**config.mk**
```make
export PLATFORM = sky130hd
export DESIGN_NAME = rsfs_sequencer
export DESIGN_NICKNAME = d
export VERILOG_FILES = /design/src/inc/rsfs_pkg.sv /design/src/rsfs_sequencer.sv
export SDC_FILE = /design/constraint.sdc
export NUM_CORES = 1
export LEC_CHECK = 0
export BUFFER_PORTS_ARGS = -buffer_cell sky130_fd_sc_hd__buf_4
export CAP_MARGIN = 20
export CORE_MARGIN = 4
export CORE_UTILIZATION = 40
export CTS_BUF_LIST = sky130_fd_sc_hd__clkbuf_16
export DETAILED_ROUTE_END_ITERATION = 10
export GPL_TIMING_DRIVEN = 0
export PLACE_DENSITY = 0.65
export SLEW_MARGIN = 20
export SYNTH_ARGS = -nofsm -noshare
export SYNTH_HDL_FRONTEND = slang
export SYNTH_SLANG_ARGS = --single-unit
```
**constraint.sdc**
```tcl
create_clock -name I_SYS_CLK -period 3.2 [get_ports I_SYS_CLK]
set_input_delay 0.16 -clock I_SYS_CLK [delete_from_list [all_inputs] [get_ports I_SYS_CLK]]
set_output_delay 0.16 -clock I_SYS_CLK [all_outputs]
set_load 0.02 [all_outputs]
```
**src/inc/rsfs_pkg.sv**
```systemverilog
// Constants, state codes and comparator carrier for the regulator startup sequencer
package rsfs_pkg;
   // Clock and timing
   localparam int CLK_PERIOD_NS = 40;
   localparam int T_INIT_DELAY_NS = 1360000;
   localparam int INIT_DELAY_CYC = T_INIT_DELAY_NS / CLK_PERIOD_NS;
   localparam int T_BOOT_HOLD_NS = 85000;
   localparam int HOLD_CYC = (T_BOOT_HOLD_NS + CLK_PERIOD_NS - 1) / CLK_PERIOD_NS;
   localparam int T_VID_QUAL_NS = 500;
   localparam int VID_QUAL_CYC = (T_VID_QUAL_NS + CLK_PERIOD_NS - 1) / CLK_PERIOD_NS;
   localparam int T_READY_DELAY_NS = 85000;
   localparam int READY_CYC = (T_READY_DELAY_NS + CLK_PERIOD_NS - 1) / CLK_PERIOD_NS;
   localparam int HICCUP_SW_CYC = 4096;
   localparam int OC_RUN_CYC = 8;
   // Widths
   localparam int NUM_PHASES = 6;
   localparam int DAC_W = 9;
   localparam int VID_W = 8;
   localparam int IRQ_W = 5;
   // Reference levels in 6.25 mV DAC steps
   localparam logic [8:0] BOOT_LEVEL = 9'h0B0;
   localparam logic [8:0] VID_BASE = 9'h102;
   localparam logic [7:0] VID_FIRST = 8'h02;
   localparam logic [7:0] VID_LAST = 8'hB2;
   // Register byte offsets
   localparam logic [4:0] REG_OFFSET = 5'h00;
   localparam logic [4:0] REG_STATUS = 5'h04;
   localparam logic [4:0] REG_IRQ_STATUS = 5'h08;
   localparam logic [4:0] REG_IRQ_CLEAR = 5'h0C;
   localparam logic [4:0] REG_IRQ_ENABLE = 5'h10;
   // Reset values
   localparam logic [7:0] OFFSET_RST = 8'h00;
   localparam logic [4:0] IRQ_EN_RST = 5'h00;
   // Interrupt bit positions
   localparam int IRQ_READY_UP = 0;
   localparam int IRQ_READY_DN = 1;
   localparam int IRQ_OV = 2;
   localparam int IRQ_OC = 3;
   localparam int IRQ_OFF = 4;

   // Sequencer states, Gray along the start path
   typedef enum logic [2:0] {
      ST_SHUT = 3'h0,
      ST_DELAY = 3'h1,
      ST_RAMP_BOOT = 3'h3,
      ST_HOLD = 3'h2,
      ST_RAMP_TGT = 3'h6,
      ST_RUN = 3'h7,
      ST_HICCUP = 3'h5,
      ST_OFF = 3'h4
   } rsfs_state_e;

   // Digital results of the analog comparators
   typedef struct packed {
      logic por_ok;
      logic power_rail_enable_in;
      logic termination_rail_enable_in;
      logic sense_below_half;
      logic sense_above_recover;
      logic ov_fixed_trip;
      logic ov_coded_trip;
      logic differential_sense_level;
      logic avg_overcurrent;
   } rsfs_cmp_s;
endpackage : rsfs_pkg

```
**src/rsfs_sequencer.sv**
```systemverilog
// Startup, ready and fault sequencer for a multiphase core regulator
//
// Added by the designer: the Avalon-MM register port and the register offsets.
`timescale 1ns/100ps
// Summary of operation
// - Shutdown leaves every PWM output high-impedance unless overvoltage pulls them low.
// - Leave shutdown only with supply good and both enables high.
// - Ramp to boot level, hold, then read the voltage code.
// - Off code shuts down until supply or an enable is cycled.
// - Wait a fixed initial delay before the first ramp.
// - Boot hold is a fixed time plus a minimum code qualification.
// - Ramps move the DAC one step per soft-start tick.
// - Valid code starts a second ramp to code minus offset.
// - Ready low in shutdown, high after soft-start plus fixed delay.
// - Ready drops on under or overvoltage, disable or off code.
// - Undervoltage at half, recovery at the higher fraction.
// - Overvoltage guard active from supply good, enabled or not.
// - Fixed overvoltage level until valid code, then code-based level.
// - Overvoltage drives PWM low until differential sense falls, then high-Z.
// - Overvoltage latches off until an enable or supply is cycled.
// - Averaged overcurrent trips shutdown at once.
// - Channel overcurrent for eight switching cycles trips shutdown.
// - Overcurrent: PWM high-Z, wait 4096 switching cycles, retry.
module rsfs_sequencer #(
   parameter int P_INIT_DELAY_CYC = rsfs_pkg::INIT_DELAY_CYC // Initial delay in clocks
) (
   input wire logic I_SYS_CLK, // 25 MHz clock
   input wire logic I_RST_B, // Sync reset, active low
   input wire logic [4:0] I_AVS_ADDRESS, // Byte address
   input wire logic I_AVS_READ, // Read request
   input wire logic I_AVS_WRITE, // Write request
   input wire logic [31:0] I_AVS_WRITEDATA, // Write data
   input wire logic [3:0] I_AVS_BYTEENABLE, // Byte enables
   output logic [31:0] O_AVS_READDATA, // Read data
   output logic O_AVS_WAITREQUEST, // Stall
   input wire rsfs_pkg::rsfs_cmp_s I_CMP, // Comparator pins
   input wire logic [rsfs_pkg::NUM_PHASES-1:0] I_CHAN_OC, // Per-phase overcurrent
   input wire logic [rsfs_pkg::VID_W-1:0] I_VOLTAGE_CODE_IN, // Processor code
   input wire logic I_SW_CYCLE, // Switching cycle marker
   input wire logic I_SS_OSC, // Soft-start oscillator
   input wire logic [rsfs_pkg::NUM_PHASES-1:0] I_PWM_DEMAND, // Modulator PWM
   output logic [rsfs_pkg::NUM_PHASES-1:0] O_PWM_LEVEL, // PWM drive level
   output logic [rsfs_pkg::NUM_PHASES-1:0] O_PWM_OE, // PWM drive enable
   output logic [rsfs_pkg::DAC_W-1:0] O_REF_DAC, // Reference DAC code
   output logic O_OV_SEL_CODED, // Overvoltage level select
   output logic O_REGULATOR_READY, // Ready output
   output logic O_IRQ // Interrupt, level
);
   import rsfs_pkg::*;

   rsfs_cmp_s cmp_s1_reg, cmp_s2_reg;
   logic [NUM_PHASES-1:0] coc_s1_reg, coc_s2_reg;
   logic [VID_W-1:0] vid_s1_reg, vid_s2_reg, vid_s3_reg;
   logic [2:0] sw_sh_reg, ss_sh_reg;
   rsfs_state_e state_reg, state_next;
   logic [15:0] tmr_reg, tmr_next;
   logic [DAC_W-1:0] dac_reg, dac_next, tgt_reg, tgt_next;
   logic [3:0] vstab_reg;
   logic ov_latch_reg, ov_pull_reg, ov_sel_reg, uv_ok_reg;
   logic [7:0] offset_reg;
   logic [IRQ_W-1:0] irq_st_reg, irq_en_reg;
   logic wait_reg;
   logic [31:0] rdata_reg;
   logic [NUM_PHASES-1:0] pwm_lvl_reg, pwm_oe_reg;
   logic ready_reg, irq_reg;
   logic [3:0] ccnt_reg [NUM_PHASES];

   ////////////////////////////////////////////////////////////////////////
   // Synchronisers; vid_s3 only feeds the stability check
   always_ff @(posedge I_SYS_CLK) begin
      cmp_s1_reg <= I_CMP;
      cmp_s2_reg <= cmp_s1_reg;
      coc_s1_reg <= I_CHAN_OC;
      coc_s2_reg <= coc_s1_reg;
      vid_s1_reg <= I_VOLTAGE_CODE_IN;
      vid_s2_reg <= vid_s1_reg;
      vid_s3_reg <= vid_s2_reg;
      sw_sh_reg <= {sw_sh_reg[1:0], I_SW_CYCLE};
      ss_sh_reg <= {ss_sh_reg[1:0], I_SS_OSC};
   end

   // Decoded conditions
   wire en_ok = cmp_s2_reg.por_ok & cmp_s2_reg.power_rail_enable_in & cmp_s2_reg.termination_rail_enable_in;
   wire sw_tick = sw_sh_reg[1] & ~sw_sh_reg[2];
   wire ss_tick = ss_sh_reg[1] & ~ss_sh_reg[2];
   wire ov_level = ov_sel_reg ? cmp_s2_reg.ov_coded_trip : cmp_s2_reg.ov_fixed_trip;
   wire ov_now = cmp_s2_reg.por_ok & ov_level;
   wire vid_ok = (vstab_reg == 4'(VID_QUAL_CYC));
   wire vid_off = (vid_s2_reg < VID_FIRST) | (vid_s2_reg > VID_LAST);
   wire [9:0] tgt_raw = {1'b0, VID_BASE} - {2'h0, vid_s2_reg} - {2'h0, offset_reg};
   wire [DAC_W-1:0] tgt_calc = tgt_raw[9] ? 9'h000 : tgt_raw[8:0];
   wire active = (state_reg == ST_RAMP_BOOT) | (state_reg == ST_HOLD) | (state_reg == ST_RAMP_TGT) |
      (state_reg == ST_RUN);
   wire [NUM_PHASES-1:0] chan_trip;
   wire oc_trip = active & (cmp_s2_reg.avg_overcurrent | (|chan_trip));

   ////////////////////////////////////////////////////////////////////////
   // Per-phase run counters: a single quiet cycle restarts the count
   generate
      for (genvar i = 0; i < NUM_PHASES; i++) begin : g_chan
         always_ff @(posedge I_SYS_CLK) begin
            if (!I_RST_B || !active) begin
               ccnt_reg[i] <= 4'h0;
            end else if (sw_tick) begin
               ccnt_reg[i] <= !coc_s2_reg[i] ? 4'h0 : (chan_trip[i] ? ccnt_reg[i] : ccnt_reg[i] + 4'h1);
            end
         end
         assign chan_trip[i] = (ccnt_reg[i] == 4'(OC_RUN_CYC));
      end
   endgenerate

   ////////////////////////////////////////////////////////////////////////
   // Code stability counter, saturates at the qualification time
   always_ff @(posedge I_SYS_CLK) begin
      if (!I_RST_B || (vid_s2_reg != vid_s3_reg)) begin
         vstab_reg <= 4'h0;
      end else if (!vid_ok) begin
         vstab_reg <= vstab_reg + 4'h1;
      end
   end

   ////////////////////////////////////////////////////////////////////////
   // Sequencer next state; disable and overvoltage latch win over all
   always_comb begin
      state_next = state_reg;
      tmr_next = tmr_reg;
      dac_next = dac_reg;
      tgt_next = tgt_reg;
      unique case (state_reg)
         ST_SHUT: begin
            dac_next = 9'h000;
            tmr_next = 16'h0000;
            if (en_ok && !ov_latch_reg) begin
               state_next = ST_DELAY;
            end
         end
         ST_DELAY: begin
            tmr_next = tmr_reg + 16'h0001;
            if (tmr_reg == 16'(P_INIT_DELAY_CYC - 1)) begin
               state_next = ST_RAMP_BOOT;
               tmr_next = 16'h0000;
            end
         end
         ST_RAMP_BOOT: begin
            if (dac_reg == BOOT_LEVEL) begin
               state_next = ST_HOLD;
            end else if (ss_tick) begin
               dac_next = dac_reg + 9'h001;
            end
         end
         ST_HOLD: begin
            if (tmr_reg != 16'(HOLD_CYC - 1)) begin
               tmr_next = tmr_reg + 16'h0001;
            end else if (vid_ok) begin
               tgt_next = tgt_calc;
               state_next = vid_off ? ST_OFF : ST_RAMP_TGT;
            end
         end
         ST_RAMP_TGT: begin
            tmr_next = 16'h0000;
            if (dac_reg == tgt_reg) begin
               state_next = ST_RUN;
            end else if (ss_tick) begin
               dac_next = (dac_reg < tgt_reg) ? dac_reg + 9'h001 : dac_reg - 9'h001;
            end
         end
         ST_RUN: begin
            if (tmr_reg != 16'(READY_CYC)) begin
               tmr_next = tmr_reg + 16'h0001;
            end
            if (vid_ok && vid_off) begin
               state_next = ST_OFF;
            end
         end
         ST_HICCUP: begin
            dac_next = 9'h000;
            if (sw_tick) begin
               tmr_next = tmr_reg + 16'h0001;
               if (tmr_reg == 16'(HICCUP_SW_CYC - 1)) begin
                  state_next = ST_DELAY;
                  tmr_next = 16'h0000;
               end
            end
         end
         ST_OFF: begin
            dac_next = 9'h000;
         end
      endcase
      if (oc_trip) begin
         state_next = ST_HICCUP;
         tmr_next = 16'h0000;
         dac_next = 9'h000;
      end
      if (!en_ok || ov_latch_reg) begin
         state_next = ST_SHUT;
         dac_next = 9'h000;
      end
   end

   // Fault flags and PWM drive
   wire drive = active & ~ov_latch_reg;
   wire ov_pull_next = ov_now | (ov_pull_reg & cmp_s2_reg.differential_sense_level);
   wire ov_latch_next = ov_now | (ov_latch_reg & en_ok);
   wire ov_sel_next = (state_next == ST_RAMP_TGT) | (state_next == ST_RUN);
   wire uv_ok_next = cmp_s2_reg.sense_below_half ? 1'b0 : (cmp_s2_reg.sense_above_recover ? 1'b1 : uv_ok_reg);
   wire [NUM_PHASES-1:0] oe_next = (ov_pull_next | drive) ? {NUM_PHASES{1'b1}} : {NUM_PHASES{1'b0}};
   wire [NUM_PHASES-1:0] lvl_next = (drive & ~ov_pull_next) ? I_PWM_DEMAND : {NUM_PHASES{1'b0}};
   wire ready_next = (state_reg == ST_RUN) & (tmr_reg == 16'(READY_CYC)) & uv_ok_reg & ~ov_now & en_ok;

   ////////////////////////////////////////////////////////////////////////
   // State, fault and output registers
   always_ff @(posedge I_SYS_CLK) begin
      if (!I_RST_B) begin
         state_reg <= ST_SHUT;
         tmr_reg <= 16'h0000;
         dac_reg <= 9'h000;
         tgt_reg <= 9'h000;
         ov_latch_reg <= 1'b0;
         ov_pull_reg <= 1'b0;
         ov_sel_reg <= 1'b0;
         uv_ok_reg <= 1'b0;
         pwm_oe_reg <= {NUM_PHASES{1'b0}};
         pwm_lvl_reg <= {NUM_PHASES{1'b0}};
         ready_reg <= 1'b0;
      end else begin
         state_reg <= state_next;
         tmr_reg <= tmr_next;
         dac_reg <= dac_next;
         tgt_reg <= tgt_next;
         ov_latch_reg <= ov_latch_next;
         ov_pull_reg <= ov_pull_next;
         ov_sel_reg <= ov_sel_next;
         uv_ok_reg <= uv_ok_next;
         pwm_oe_reg <= oe_next;
         pwm_lvl_reg <= lvl_next;
         ready_reg <= ready_next;
      end
   end

   ////////////////////////////////////////////////////////////////////////
   // Avalon slave: one wait cycle, then a single answer cycle
   wire req = I_AVS_READ | I_AVS_WRITE;
   wire wr_ok = I_AVS_WRITE & ~wait_reg;
   wire lane0 = I_AVS_BYTEENABLE[0];
   wire [31:0] status_word = {7'h00, dac_reg, 9'h000, uv_ok_reg, ov_sel_reg, ov_latch_reg, ready_reg, state_reg};
   wire [31:0] rd_mux = (I_AVS_ADDRESS == REG_OFFSET) ? {24'h000000, offset_reg} :
      (I_AVS_ADDRESS == REG_STATUS) ? status_word :
      (I_AVS_ADDRESS == REG_IRQ_STATUS) ? {27'h0000000, irq_st_reg} :
      (I_AVS_ADDRESS == REG_IRQ_ENABLE) ? {27'h0000000, irq_en_reg} : 32'h00000000;
   wire [IRQ_W-1:0] irq_clr = (wr_ok && lane0 && I_AVS_ADDRESS == REG_IRQ_CLEAR) ? I_AVS_WRITEDATA[4:0] : 5'h00;
   wire [IRQ_W-1:0] irq_ev = {(state_next == ST_OFF) & (state_reg != ST_OFF),
      (state_next == ST_HICCUP) & (state_reg != ST_HICCUP), ov_now & ~ov_latch_reg,
      ~ready_next & ready_reg, ready_next & ~ready_reg};
   // Set wins over clear so an event in the clearing cycle survives
   wire [IRQ_W-1:0] irq_st_next = (irq_st_reg & ~irq_clr) | irq_ev;

   always_ff @(posedge I_SYS_CLK) begin
      if (!I_RST_B) begin
         wait_reg <= 1'b1;
         rdata_reg <= 32'h00000000;
         offset_reg <= OFFSET_RST;
         irq_en_reg <= IRQ_EN_RST;
         irq_st_reg <= 5'h00;
         irq_reg <= 1'b0;
      end else begin
         wait_reg <= ~(req & wait_reg);
         if (req && wait_reg) begin
            rdata_reg <= rd_mux;
         end
         if (wr_ok && lane0 && I_AVS_ADDRESS == REG_OFFSET) begin
            offset_reg <= I_AVS_WRITEDATA[7:0];
         end
         if (wr_ok && lane0 && I_AVS_ADDRESS == REG_IRQ_ENABLE) begin
            irq_en_reg <= I_AVS_WRITEDATA[4:0];
         end
         irq_st_reg <= irq_st_next;
         irq_reg <= |(irq_st_next & irq_en_reg);
      end
   end

   // Output wiring, all from flops
   assign O_AVS_READDATA = rdata_reg;
   assign O_AVS_WAITREQUEST = wait_reg;
   assign O_PWM_LEVEL = pwm_lvl_reg;
   assign O_PWM_OE = pwm_oe_reg;
   assign O_REF_DAC = dac_reg;
   assign O_OV_SEL_CODED = ov_sel_reg;
   assign O_REGULATOR_READY = ready_reg;
   assign O_IRQ = irq_reg;

   ////////////////////////////////////////////////////////////////////////
   // Checks
   localparam int HOLD_LAST = HOLD_CYC - 1;
   localparam int HIC_LAST = HICCUP_SW_CYC - 1;
endmodule : rsfs_sequencer
```
==> results of run 1 <==
==> cell usage after synthesis, types with 8 or more instances <==
master / instances
and2_1: 8
a211oi_1: 13
nor2_1: 66
mux2i_1: 13
clkbuf_1: 24
and3_1: 14
nand2_1: 68
o21ai_0: 22
or2_2: 8
ha_1: 44
inv_1: 64
xnor2_1: 20
xor2_1: 14
nor3_1: 21
dfxtp_1: 150
a31oi_1: 8
buf_4: 21
o211ai_1: 10
nand4_1: 8
and3b_1: 8
nand3_1: 42
nor4_1: 9
a21oi_1: 67
edfxtp_1: 24
or3_1: 12
==> final timing paths <==
| check | from | to | slack, ps | cells past startpoint |
|---|---|---|---|---|
| min | I_AVS_WRITEDATA[1] | offset_reg[1] | 10 | 3 |
| min reg2reg | vid_s1_reg[7] | vid_s2_reg[7] | 330 | 0 |
| max reg2reg | tmr_reg[4] | O_IRQ | 260 | 7 |
| max | tmr_reg[4] | O_IRQ | 260 | 7 |
==> layer usage <==
metal	vias up	routed length, um	share of wire, %	GRT usage (%)
met4	0	262	1.4	5.87
met5	-	0	0	0
met1	3048	8990	47	23.6
met2	176	8910	47	28.5
met3	25	922	4.8	3.81
li1	3280	-	-	-
==> layout make-up <==
class                           instances  share of cell area, %
Sequential cell                       174                   37.5
Timing Repair Buffer                  128                   10.6
Inverter                               64                   2.42
Buffer                                 48                   2.70
Multi-Input combinational cell        575                   37.6
Tap cell                              265                   3.34
Clock inverter                         15                   1.45
Clock buffer                           17                   4.29
==> what timing repair did <==
action / CTS / global route
resized for setup: 1 / 1
setup endpoints to repair: 2 / 12
pin swaps: 0 / 1
cloned: 0 / 0
setup buffers: 0 / 1
hold buffers: 38 / 0
hold endpoints to repair: 39 / 0
==> metrics by stage <==
step	instances	setup TNS, ps	worst slack [ps]	hold slack (ps)	utilization [%]
after global routing	1286	0	47.8	17.7	51.0
after floorplan	861	0	508	188	-
final	1286	0	263	11.1	51.0
after global placement	1215	0	38.4	265	46.0
after CTS	1285	0	203	2.23	50.9
after detailed placement	1215	-25.8	-19.2	266	46.0
==> worst max-delay path, cell delays in order, from the launching register on <==
cell and delay, ps:
dfxtp_1 340, or4_4 560, nor4_1 760, nand4_1 190, a22o_1 310, o2bb2ai_1 170, a311oi_1 350, o211ai_1 140
==> layout by cell type (no fill, tap or decap), drive strengths merged, types with 21 or more instances in the layout <==
cell           n
edfxtp        24
nand3         42
nor2          70
a21oi         68
buf          114
ha            44
nor3          21
inv           74
clkbuf        41
dlygate4sd3   38
o21ai         26
nand2         68
dfxtp        150
==> cell families after synthesis <==
kind of cell / count (synthesis)
buffers and inverters: 112
AO/OA/AOI/OAI: 171
multiplexers: 14
flip-flops: 174
other: 1
adder cells (fa/ha/maj): 46
XOR/XNOR: 34
AND/OR/NAND/NOR: 295
==> power by group through the flow <==
stage | Sequential [W] | Clock [W] | Combinational (W)
CTS | 0.00229 | 0.00205 | 0.000306
finish | 0.00229 | 0.00201 | 0.000310
global placement | 0.00234 | 0 | 0.000264
detailed placement | 0.00234 | 0 | 0.000267
global route | 0.00229 | 0.00214 | 0.000341
floorplan | 0.00234 | 0 | 0.000152
==> qor.txt, run 1 <==
Clock Sink Count: 174
Clock Path Buffers: 2
filler cell count: 1800
vias: 6529
Max-Cap Viols: 0
Critical Path RT: 3510 ps
CTS tree: yes
Die Span Y: 149 um
number of flip-flops in the largest register: 24
Synth-to-Final Area Change: 25.5%
arrival time worst endpoint: 3250 ps
power share of the clock group: 43.6%
VDD IR max: 0.335 mV
antenna violations before repair: 0
Leak: 3.98 nW
number of core rows: 51
critical setup path kind: reg2reg
Warnings, synthesis: 0
DRC Markers: 0
Tmin final: 2940 ps
EDFF count, synth: 24
syn_area_per_cell: 9.34 sq um
worst hold path class: in2reg
Final Hold Viols: 0
post-synthesis xor/xnor area fraction: 3.77%
CTS Buf Count: 17
cell count after synthesis: 847
gr ovfl total: 0
Distinct cells, synth: 76
area of the multi-input gates: 3730 sq um
setup violators final: 0
compound-gate portion of the synthesized area: 14.6%
TritonRoute pass-1 iters: 6
sw frac: 25.2%
Startpoint Class: register
combinational family with the most area after synthesis: simple AND/OR/NAND/NOR gates
latest clock arrival within the worst-skew pair: 450 ps
ANT nets after route: 0
sequential power share: 49.7%
Tcrit/Tclk final: 91.8%
Comb pwr share: 6.7%
Tot GR Track Use: 17.6%
top cells by area, synth: dfxtp_1, edfxtp_1, ha_1
port bufs: 89
P_sw: 0.00116 W
Root Driver: clkbuf_16
Design Area, Final: 9920 sq um
Synth Area in Adders: 7.47%
total power: 0.00461 W
max_slew headroom: 42.8%
Seq/Total Area, Yosys: 47.1%
simple-gate share of the synthesized area: 18.8%
Layout Skew: 18.4 ps
vias per cell: 5.08
wire per inst: 14.8 um
number of global-route vias before repair: 6229
FF/Latch Area: 3720 sq um
Synth Flop Type: dfxtp_1
multiplexer share of the synthesized area: 1.79%
antenna cells: 0
top cell type's share of synthesized area: 38.0%
critical path capture point type: register
asr flop ratio synth: 0%
Pint: 0.00345 W
die span in x: 149 um
clk slew on worst S/H paths: 70 ps
Worst-Margin Slew: 856 ps
#FFs+latches synth: 174
Final GP Congestion: 0.872
Highest Clock Rate: 341 MHz
Pwr Density: 464 nW/um^2
layout net count: 1130
Core ar.: 19500 sq um
unrepaired setup endpoints after global routing: no
first-pass GRT wire length: 31200 um
proportion of layout cells with a drive suffix above 1: 16.8%
status: finished, final reports clean
CP Max Fanout: 5
cell taking the most area after synthesis: dfxtp_1
pins over their slew limit: 0
Detailed Place HPWL: 14100 um
Ports: 133
Mapped Area: 7910 sq um
largest net degree at the start of global routing: 19
WL final: 19100 um
die area: 22100 sq um
Initial Utilization: 40.6%
H-tree levels: 4
Placed Area: 8960 sq um
1st-iter DRT viols: 457
No activity file was read; power rests on OpenSTA's default activity.
==> inputs of run 2 (changes only) <==
- ABC_CLOCK_PERIOD_IN_PS: not set -> 2910
- CAP_MARGIN: 20 -> not set
- clock period: 3.2 -> 2.91 ns (I/O delays scaled with it)
==> qor.txt, run 2 (synthesized netlist as in run 1, its figures left out) <==
status: finished, final reports clean
arrival time worst endpoint: 3090 ps
power share of the clock group: 43.6%
R2R cell count: 9
CP Max Fanout: 9
Hold Path Stages: 3
Final GP Congestion: 0.872
number of global-route vias before repair: 6246
Initial Utilization: 40.6%
P_sw: 0.00127 W
Tmin final: 2740 ps
port bufs: 89
number of flip-flops in the largest register: 24
H-tree levels: 4
fin util: 51.1%
Tcrit/Tclk final: 94.2%
first-pass GRT wire length: 31300 um
critical path launch point: O_REF_DAC[0]
gr ovfl total: 0
Layout Skew: 15.1 ps
vias: 6556
1st-iter DRT viols: 463
critical setup path kind: reg2reg
vias per cell: 5.09
Startpoint Class: register
Critical Path RT: 3260 ps
Final Hold Viols: 0
Worst-Margin Slew: 873 ps
die area: 22100 sq um
Detailed Place HPWL: 14100 um
Synth-to-Final Area Change: 25.8%
Root Driver: clkbuf_16
Design Area, Final: 9950 sq um
Pint: 0.00379 W
Pwr Density: 509 nW/um^2
Core ar.: 19500 sq um
ANT nets after route: 0
pins over their slew limit: 0
final std cells w/o fill: 1287
Comb pwr share: 6.8%
highest routed layer: met4
antenna violations before repair: 0
sw frac: 25.2%
Die Span Y: 149 um
VDD IR max: 0.369 mV
critical path capture point type: register
wire per inst: 14.9 um
CTS tree: yes
sequential power share: 49.7%
commonest non-fill, non-tap cell in the layout: dfxtp_1
dpl cells: 1215
worst hold path class: in2reg
wire length on met3: 1040 um
routed wire length on met2: 8960 um
antenna cells: 0
clk slew on worst S/H paths: 70 ps
DRC Markers: 0
total power: 0.00507 W
R2R setup slack: 170 ps
largest net degree at the start of global routing: 19
met1 WL: 8910 um
Fin Setup TNS: 0 ps
setup violators final: 0
Leak: 3.99 nW
layout net count: 1131
TritonRoute pass-1 iters: 5
Placed Area: 8960 sq um
Ports: 133
Clock Sink Count: 174
reg2reg end: O_REF_DAC[2]
proportion of layout cells with a drive suffix above 1: 17.2%
latest clock arrival within the worst-skew pair: 450 ps
R2R Path Start: O_REF_DAC[0]
most frequent cells in the layout: dfxtp_1, buf_4, nand2_1
unrepaired setup endpoints after global routing: no
WL final: 19200 um
die span in x: 149 um
max_slew headroom: 41.7%
CTS Buf Count: 17
Clock Path Buffers: 2
Highest Clock Rate: 365 MHz
Tot GR Track Use: 17.7%
Max-Cap Viols: 0
worst setup path endpoint: O_REF_DAC[2]
number of core rows: 51
run 2: cell types whose count changed in the layout (fill, tap and decap cells not counted), sizes merged:
cell,delta
dlygate4sd3,+1
run 2: timing repair:
action | in CTS | in global routing
endpoints found under the setup margin | 10 | 15
hold buffers | 39 | 0
endpoints found under the hold margin | 44 | 0
gates resized for setup | 3 | 6
pin swaps | 1 | 0
setup buffers | 1 | 0
run 2: final cells by class:
type / count / area [sq um]
Buffer: 48 / 269
Clock buffer: 17 / 425
Clock inverter: 15 / 144
Fill cell: 1794 / 9510
Inverter: 64 / 240
Multi-Input combinational cell: 575 / 3750
Sequential cell: 174 / 3720
Tap cell: 265 / 332
Timing Repair Buffer: 129 / 1070
run 2: how the worst min path moves through the flow:
| stage | slack, ps | from | end |
|---|---|---|---|
| floorplan | 170 | I_CMP[0] | cmp_s1_reg[0] |
| global placement | 250 | I_CHAN_OC[3] | coc_s1_reg[3] |
| detailed placement | 250 | I_VOLTAGE_CODE_IN[4] | vid_s1_reg[4] |
| CTS | 140 | I_RST_B | state_reg[1] |
| global route | 160 | I_RST_B | state_reg[0] |
| finish | 150 | I_RST_B | state_reg[1] |
run 2: stage by stage:
stage / setup slack [ps] / hold WS [ps]
finish: 170 / 150
global route: 26.6 / 159
CTS: 75.4 / 142
detailed placement: -309 / 251
global placement: -252 / 250
floorplan: 218 / 173
run 2: critical path, cell delays in order (launching register included):
cell and delay [ps]:
dfxtp_1 520, inv_1 170, ha_1 220, nor4bb_1 140
a41o_1 300, o221a_2 270, or2_0 190, clkbuf_1 210
or3_1 400, a211oi_1 230
run 2: per-layer routing:
| metal | GRT usage [%] | up-vias |
|---|---|---|
| li1 | - | 3286 |
| met1 | 23.7 | 3045 |
| met2 | 28.6 | 200 |
| met3 | 3.81 | 25 |
| met4 | 5.87 | 0 |
| met5 | 0 | - |
run 2: power groups by stage:
stage	registers, W	logic (W)	clock network, W
after floorplan	0.00257	0.000167	0
after global placement	0.00257	0.000291	0
after detailed placement	0.00257	0.000294	0
after CTS	0.00252	0.000339	0.00225
after global routing	0.00252	0.000377	0.00236
final	0.00252	0.000342	0.00221
==> inputs of run 3 (changes only) <==
- ABC_CLOCK_PERIOD_IN_PS: 2910 -> 2300
- PLACE_DENSITY: 0.65 -> 0.67
- clock period: 2.91 -> 2.3 ns (I/O delays scaled with it)
==> qor.txt, run 3 (synthesized netlist as in run 1, its figures left out) <==
violated checks: setup timing
first-pass GRT wire length: 31700 um
Ports: 133
Initial Utilization: 40.6%
WL final: 20200 um
layout net count: 1166
final std cells w/o fill: 1321
Hold Path Stages: 3
latest clock arrival within the worst-skew pair: 440 ps
unrepaired setup endpoints after global routing: yes
hold slack: 140 ps
Final GP Congestion: 0.877
proportion of layout cells with a drive suffix above 1: 29.7%
Tot GR Track Use: 17.9%
worst hold path class: in2reg
reg2reg end: tmr_reg[12]
Worst Hold Endpoint: state_reg[0]
Cell Chain, Critical Path: or3_4 > or3b_4 > o41a_4 > o211ai_4 > nand2b_4 > mux2i_1 > a21oi_1
Worst-Margin Slew: 848 ps
Tcrit/Tclk final: 107%
Highest Clock Rate: 407 MHz
Detailed Place HPWL: 14000 um
most frequent cells in the layout: buf_4, dfxtp_1, nand2_1
Startpoint Class: register
Clock Path Buffers: 2
R2R setup slack: -160 ps
vias per cell: 5.13
arrival time worst endpoint: 2780 ps
CTS tree: yes
pins over their slew limit: 0
Root Driver: clkbuf_16
slowest library cell on the worst path: o41a_4
wire per inst: 15.3 um
ANT nets after route: 0
Pwr Density: 595 nW/um^2
R2R Path Start: tmr_reg[13]
commonest non-fill, non-tap cell in the layout: buf_4
antenna violations before repair: 0
VDD IR max: 0.491 mV
die span in x: 149 um
max_slew headroom: 43.4%
1st-iter DRT viols: 482
critical path capture point type: register
crit-path leading delay family: simple AND/OR/NAND/NOR gates
Design Area, Final: 10800 sq um
H-tree levels: 4
R2R cell count: 7
Die Span Y: 149 um
port bufs: 89
CP peak stage delay: 520 ps
critical setup path kind: reg2reg
status: complete, but fails checks
Max-Cap Viols: 0
clk slew on worst S/H paths: 70 ps
Critical path buffers and inverters: 0
largest net degree at the start of global routing: 18
Layout Skew: 9.84 ps
Clock Sink Count: 174
number of flip-flops in the largest register: 24
gr ovfl total: 0
setup violators final: 25
TritonRoute pass-1 iters: 5
Setup WS post-layout: -160 ps
vias: 6776
Final Hold Viols: 0
Post-Place Worst Slack: -649 ps
Tmin final: 2460 ps
number of core rows: 51
DRC Markers: 0
Core ar.: 19500 sq um
antenna cells: 0
Synth-to-Final Area Change: 36.1%
die area: 22100 sq um
Critical Path RT: 2620 ps
hold path start: I_RST_B
Placed Area: 9060 sq um
number of global-route vias before repair: 6381
CP Max Fanout: 4
Leak: 4.33 nW
dpl cells: 1215
CTS Buf Count: 17
## run 3: final cells by class
class | instances | area (sq um)
inverter | 64 | 243
clock buffer | 17 | 425
fill | 1692 | 8700
tap | 265 | 332
buffer | 46 | 288
clock inverter | 14 | 123
multi-input combinational | 575 | 4200
sequential | 174 | 3770
timing repair buffer | 166 | 1380
## run 3: routing by layer
metal | global-route usage, % | wire (um)
met2 | 28.9 | 9560
met4 | 6.79 | 493
met5 | 0 | 0
met1 | 23.7 | 9130
met3 | 3.72 | 960
## run 3: worst max-delay path by stage
| stage | from | end | slack (ps) | cells past startpoint |
|---|---|---|---|---|
| 6_report | tmr_reg[13] | tmr_reg[12] | -160 | 7 |
| 3_3_place_gp | tmr_reg[4] | O_IRQ | -640 | 7 |
| 4_1_cts | tmr_reg[4] | O_IRQ | -240 | 7 |
| 3_5_place_dp | tmr_reg[4] | O_IRQ | -650 | 7 |
| 5_1_grt | offset_reg[1] | tgt_reg[6] | -220 | 12 |
| 2_1_floorplan | vid_s2_reg[1] | tgt_reg[5] | 4 | 12 |
## run 3: where the power goes
part	switching [W]	internal [W]	leakage [nW]	total [W]
Combinational	0.000239	0.000243	2.52	0.000482
Clock	0.00132	0.00142	0.272	0.00274
Sequential	0.0000395	0.00314	1.54	0.00318
## run 3: what timing repair did
item	4_1_cts	5_1_grt
resized for setup	71	56
setup buffers	21	14
pin swaps	28	37
endpoints found under the hold margin	44	0
endpoints found under the setup margin	69	57
gates cloned	3	0
hold buffers	39	0
## run 3: through the flow
stage	TNS [ps]	utilization [%]	power [W]
CTS	-2270	53.6	0.00644
global placement	-13720	46.5	0.00363
floorplan	0	-	0.00347
finish	-2370	55.3	0.00640
detailed placement	-17060	46.5	0.00363
global route	-4370	55.3	0.00663
## run 3: worst min-delay path, cell delays in order
cell     delay (ps)
buf_2           200
nand2_1         160
nor2_1           50
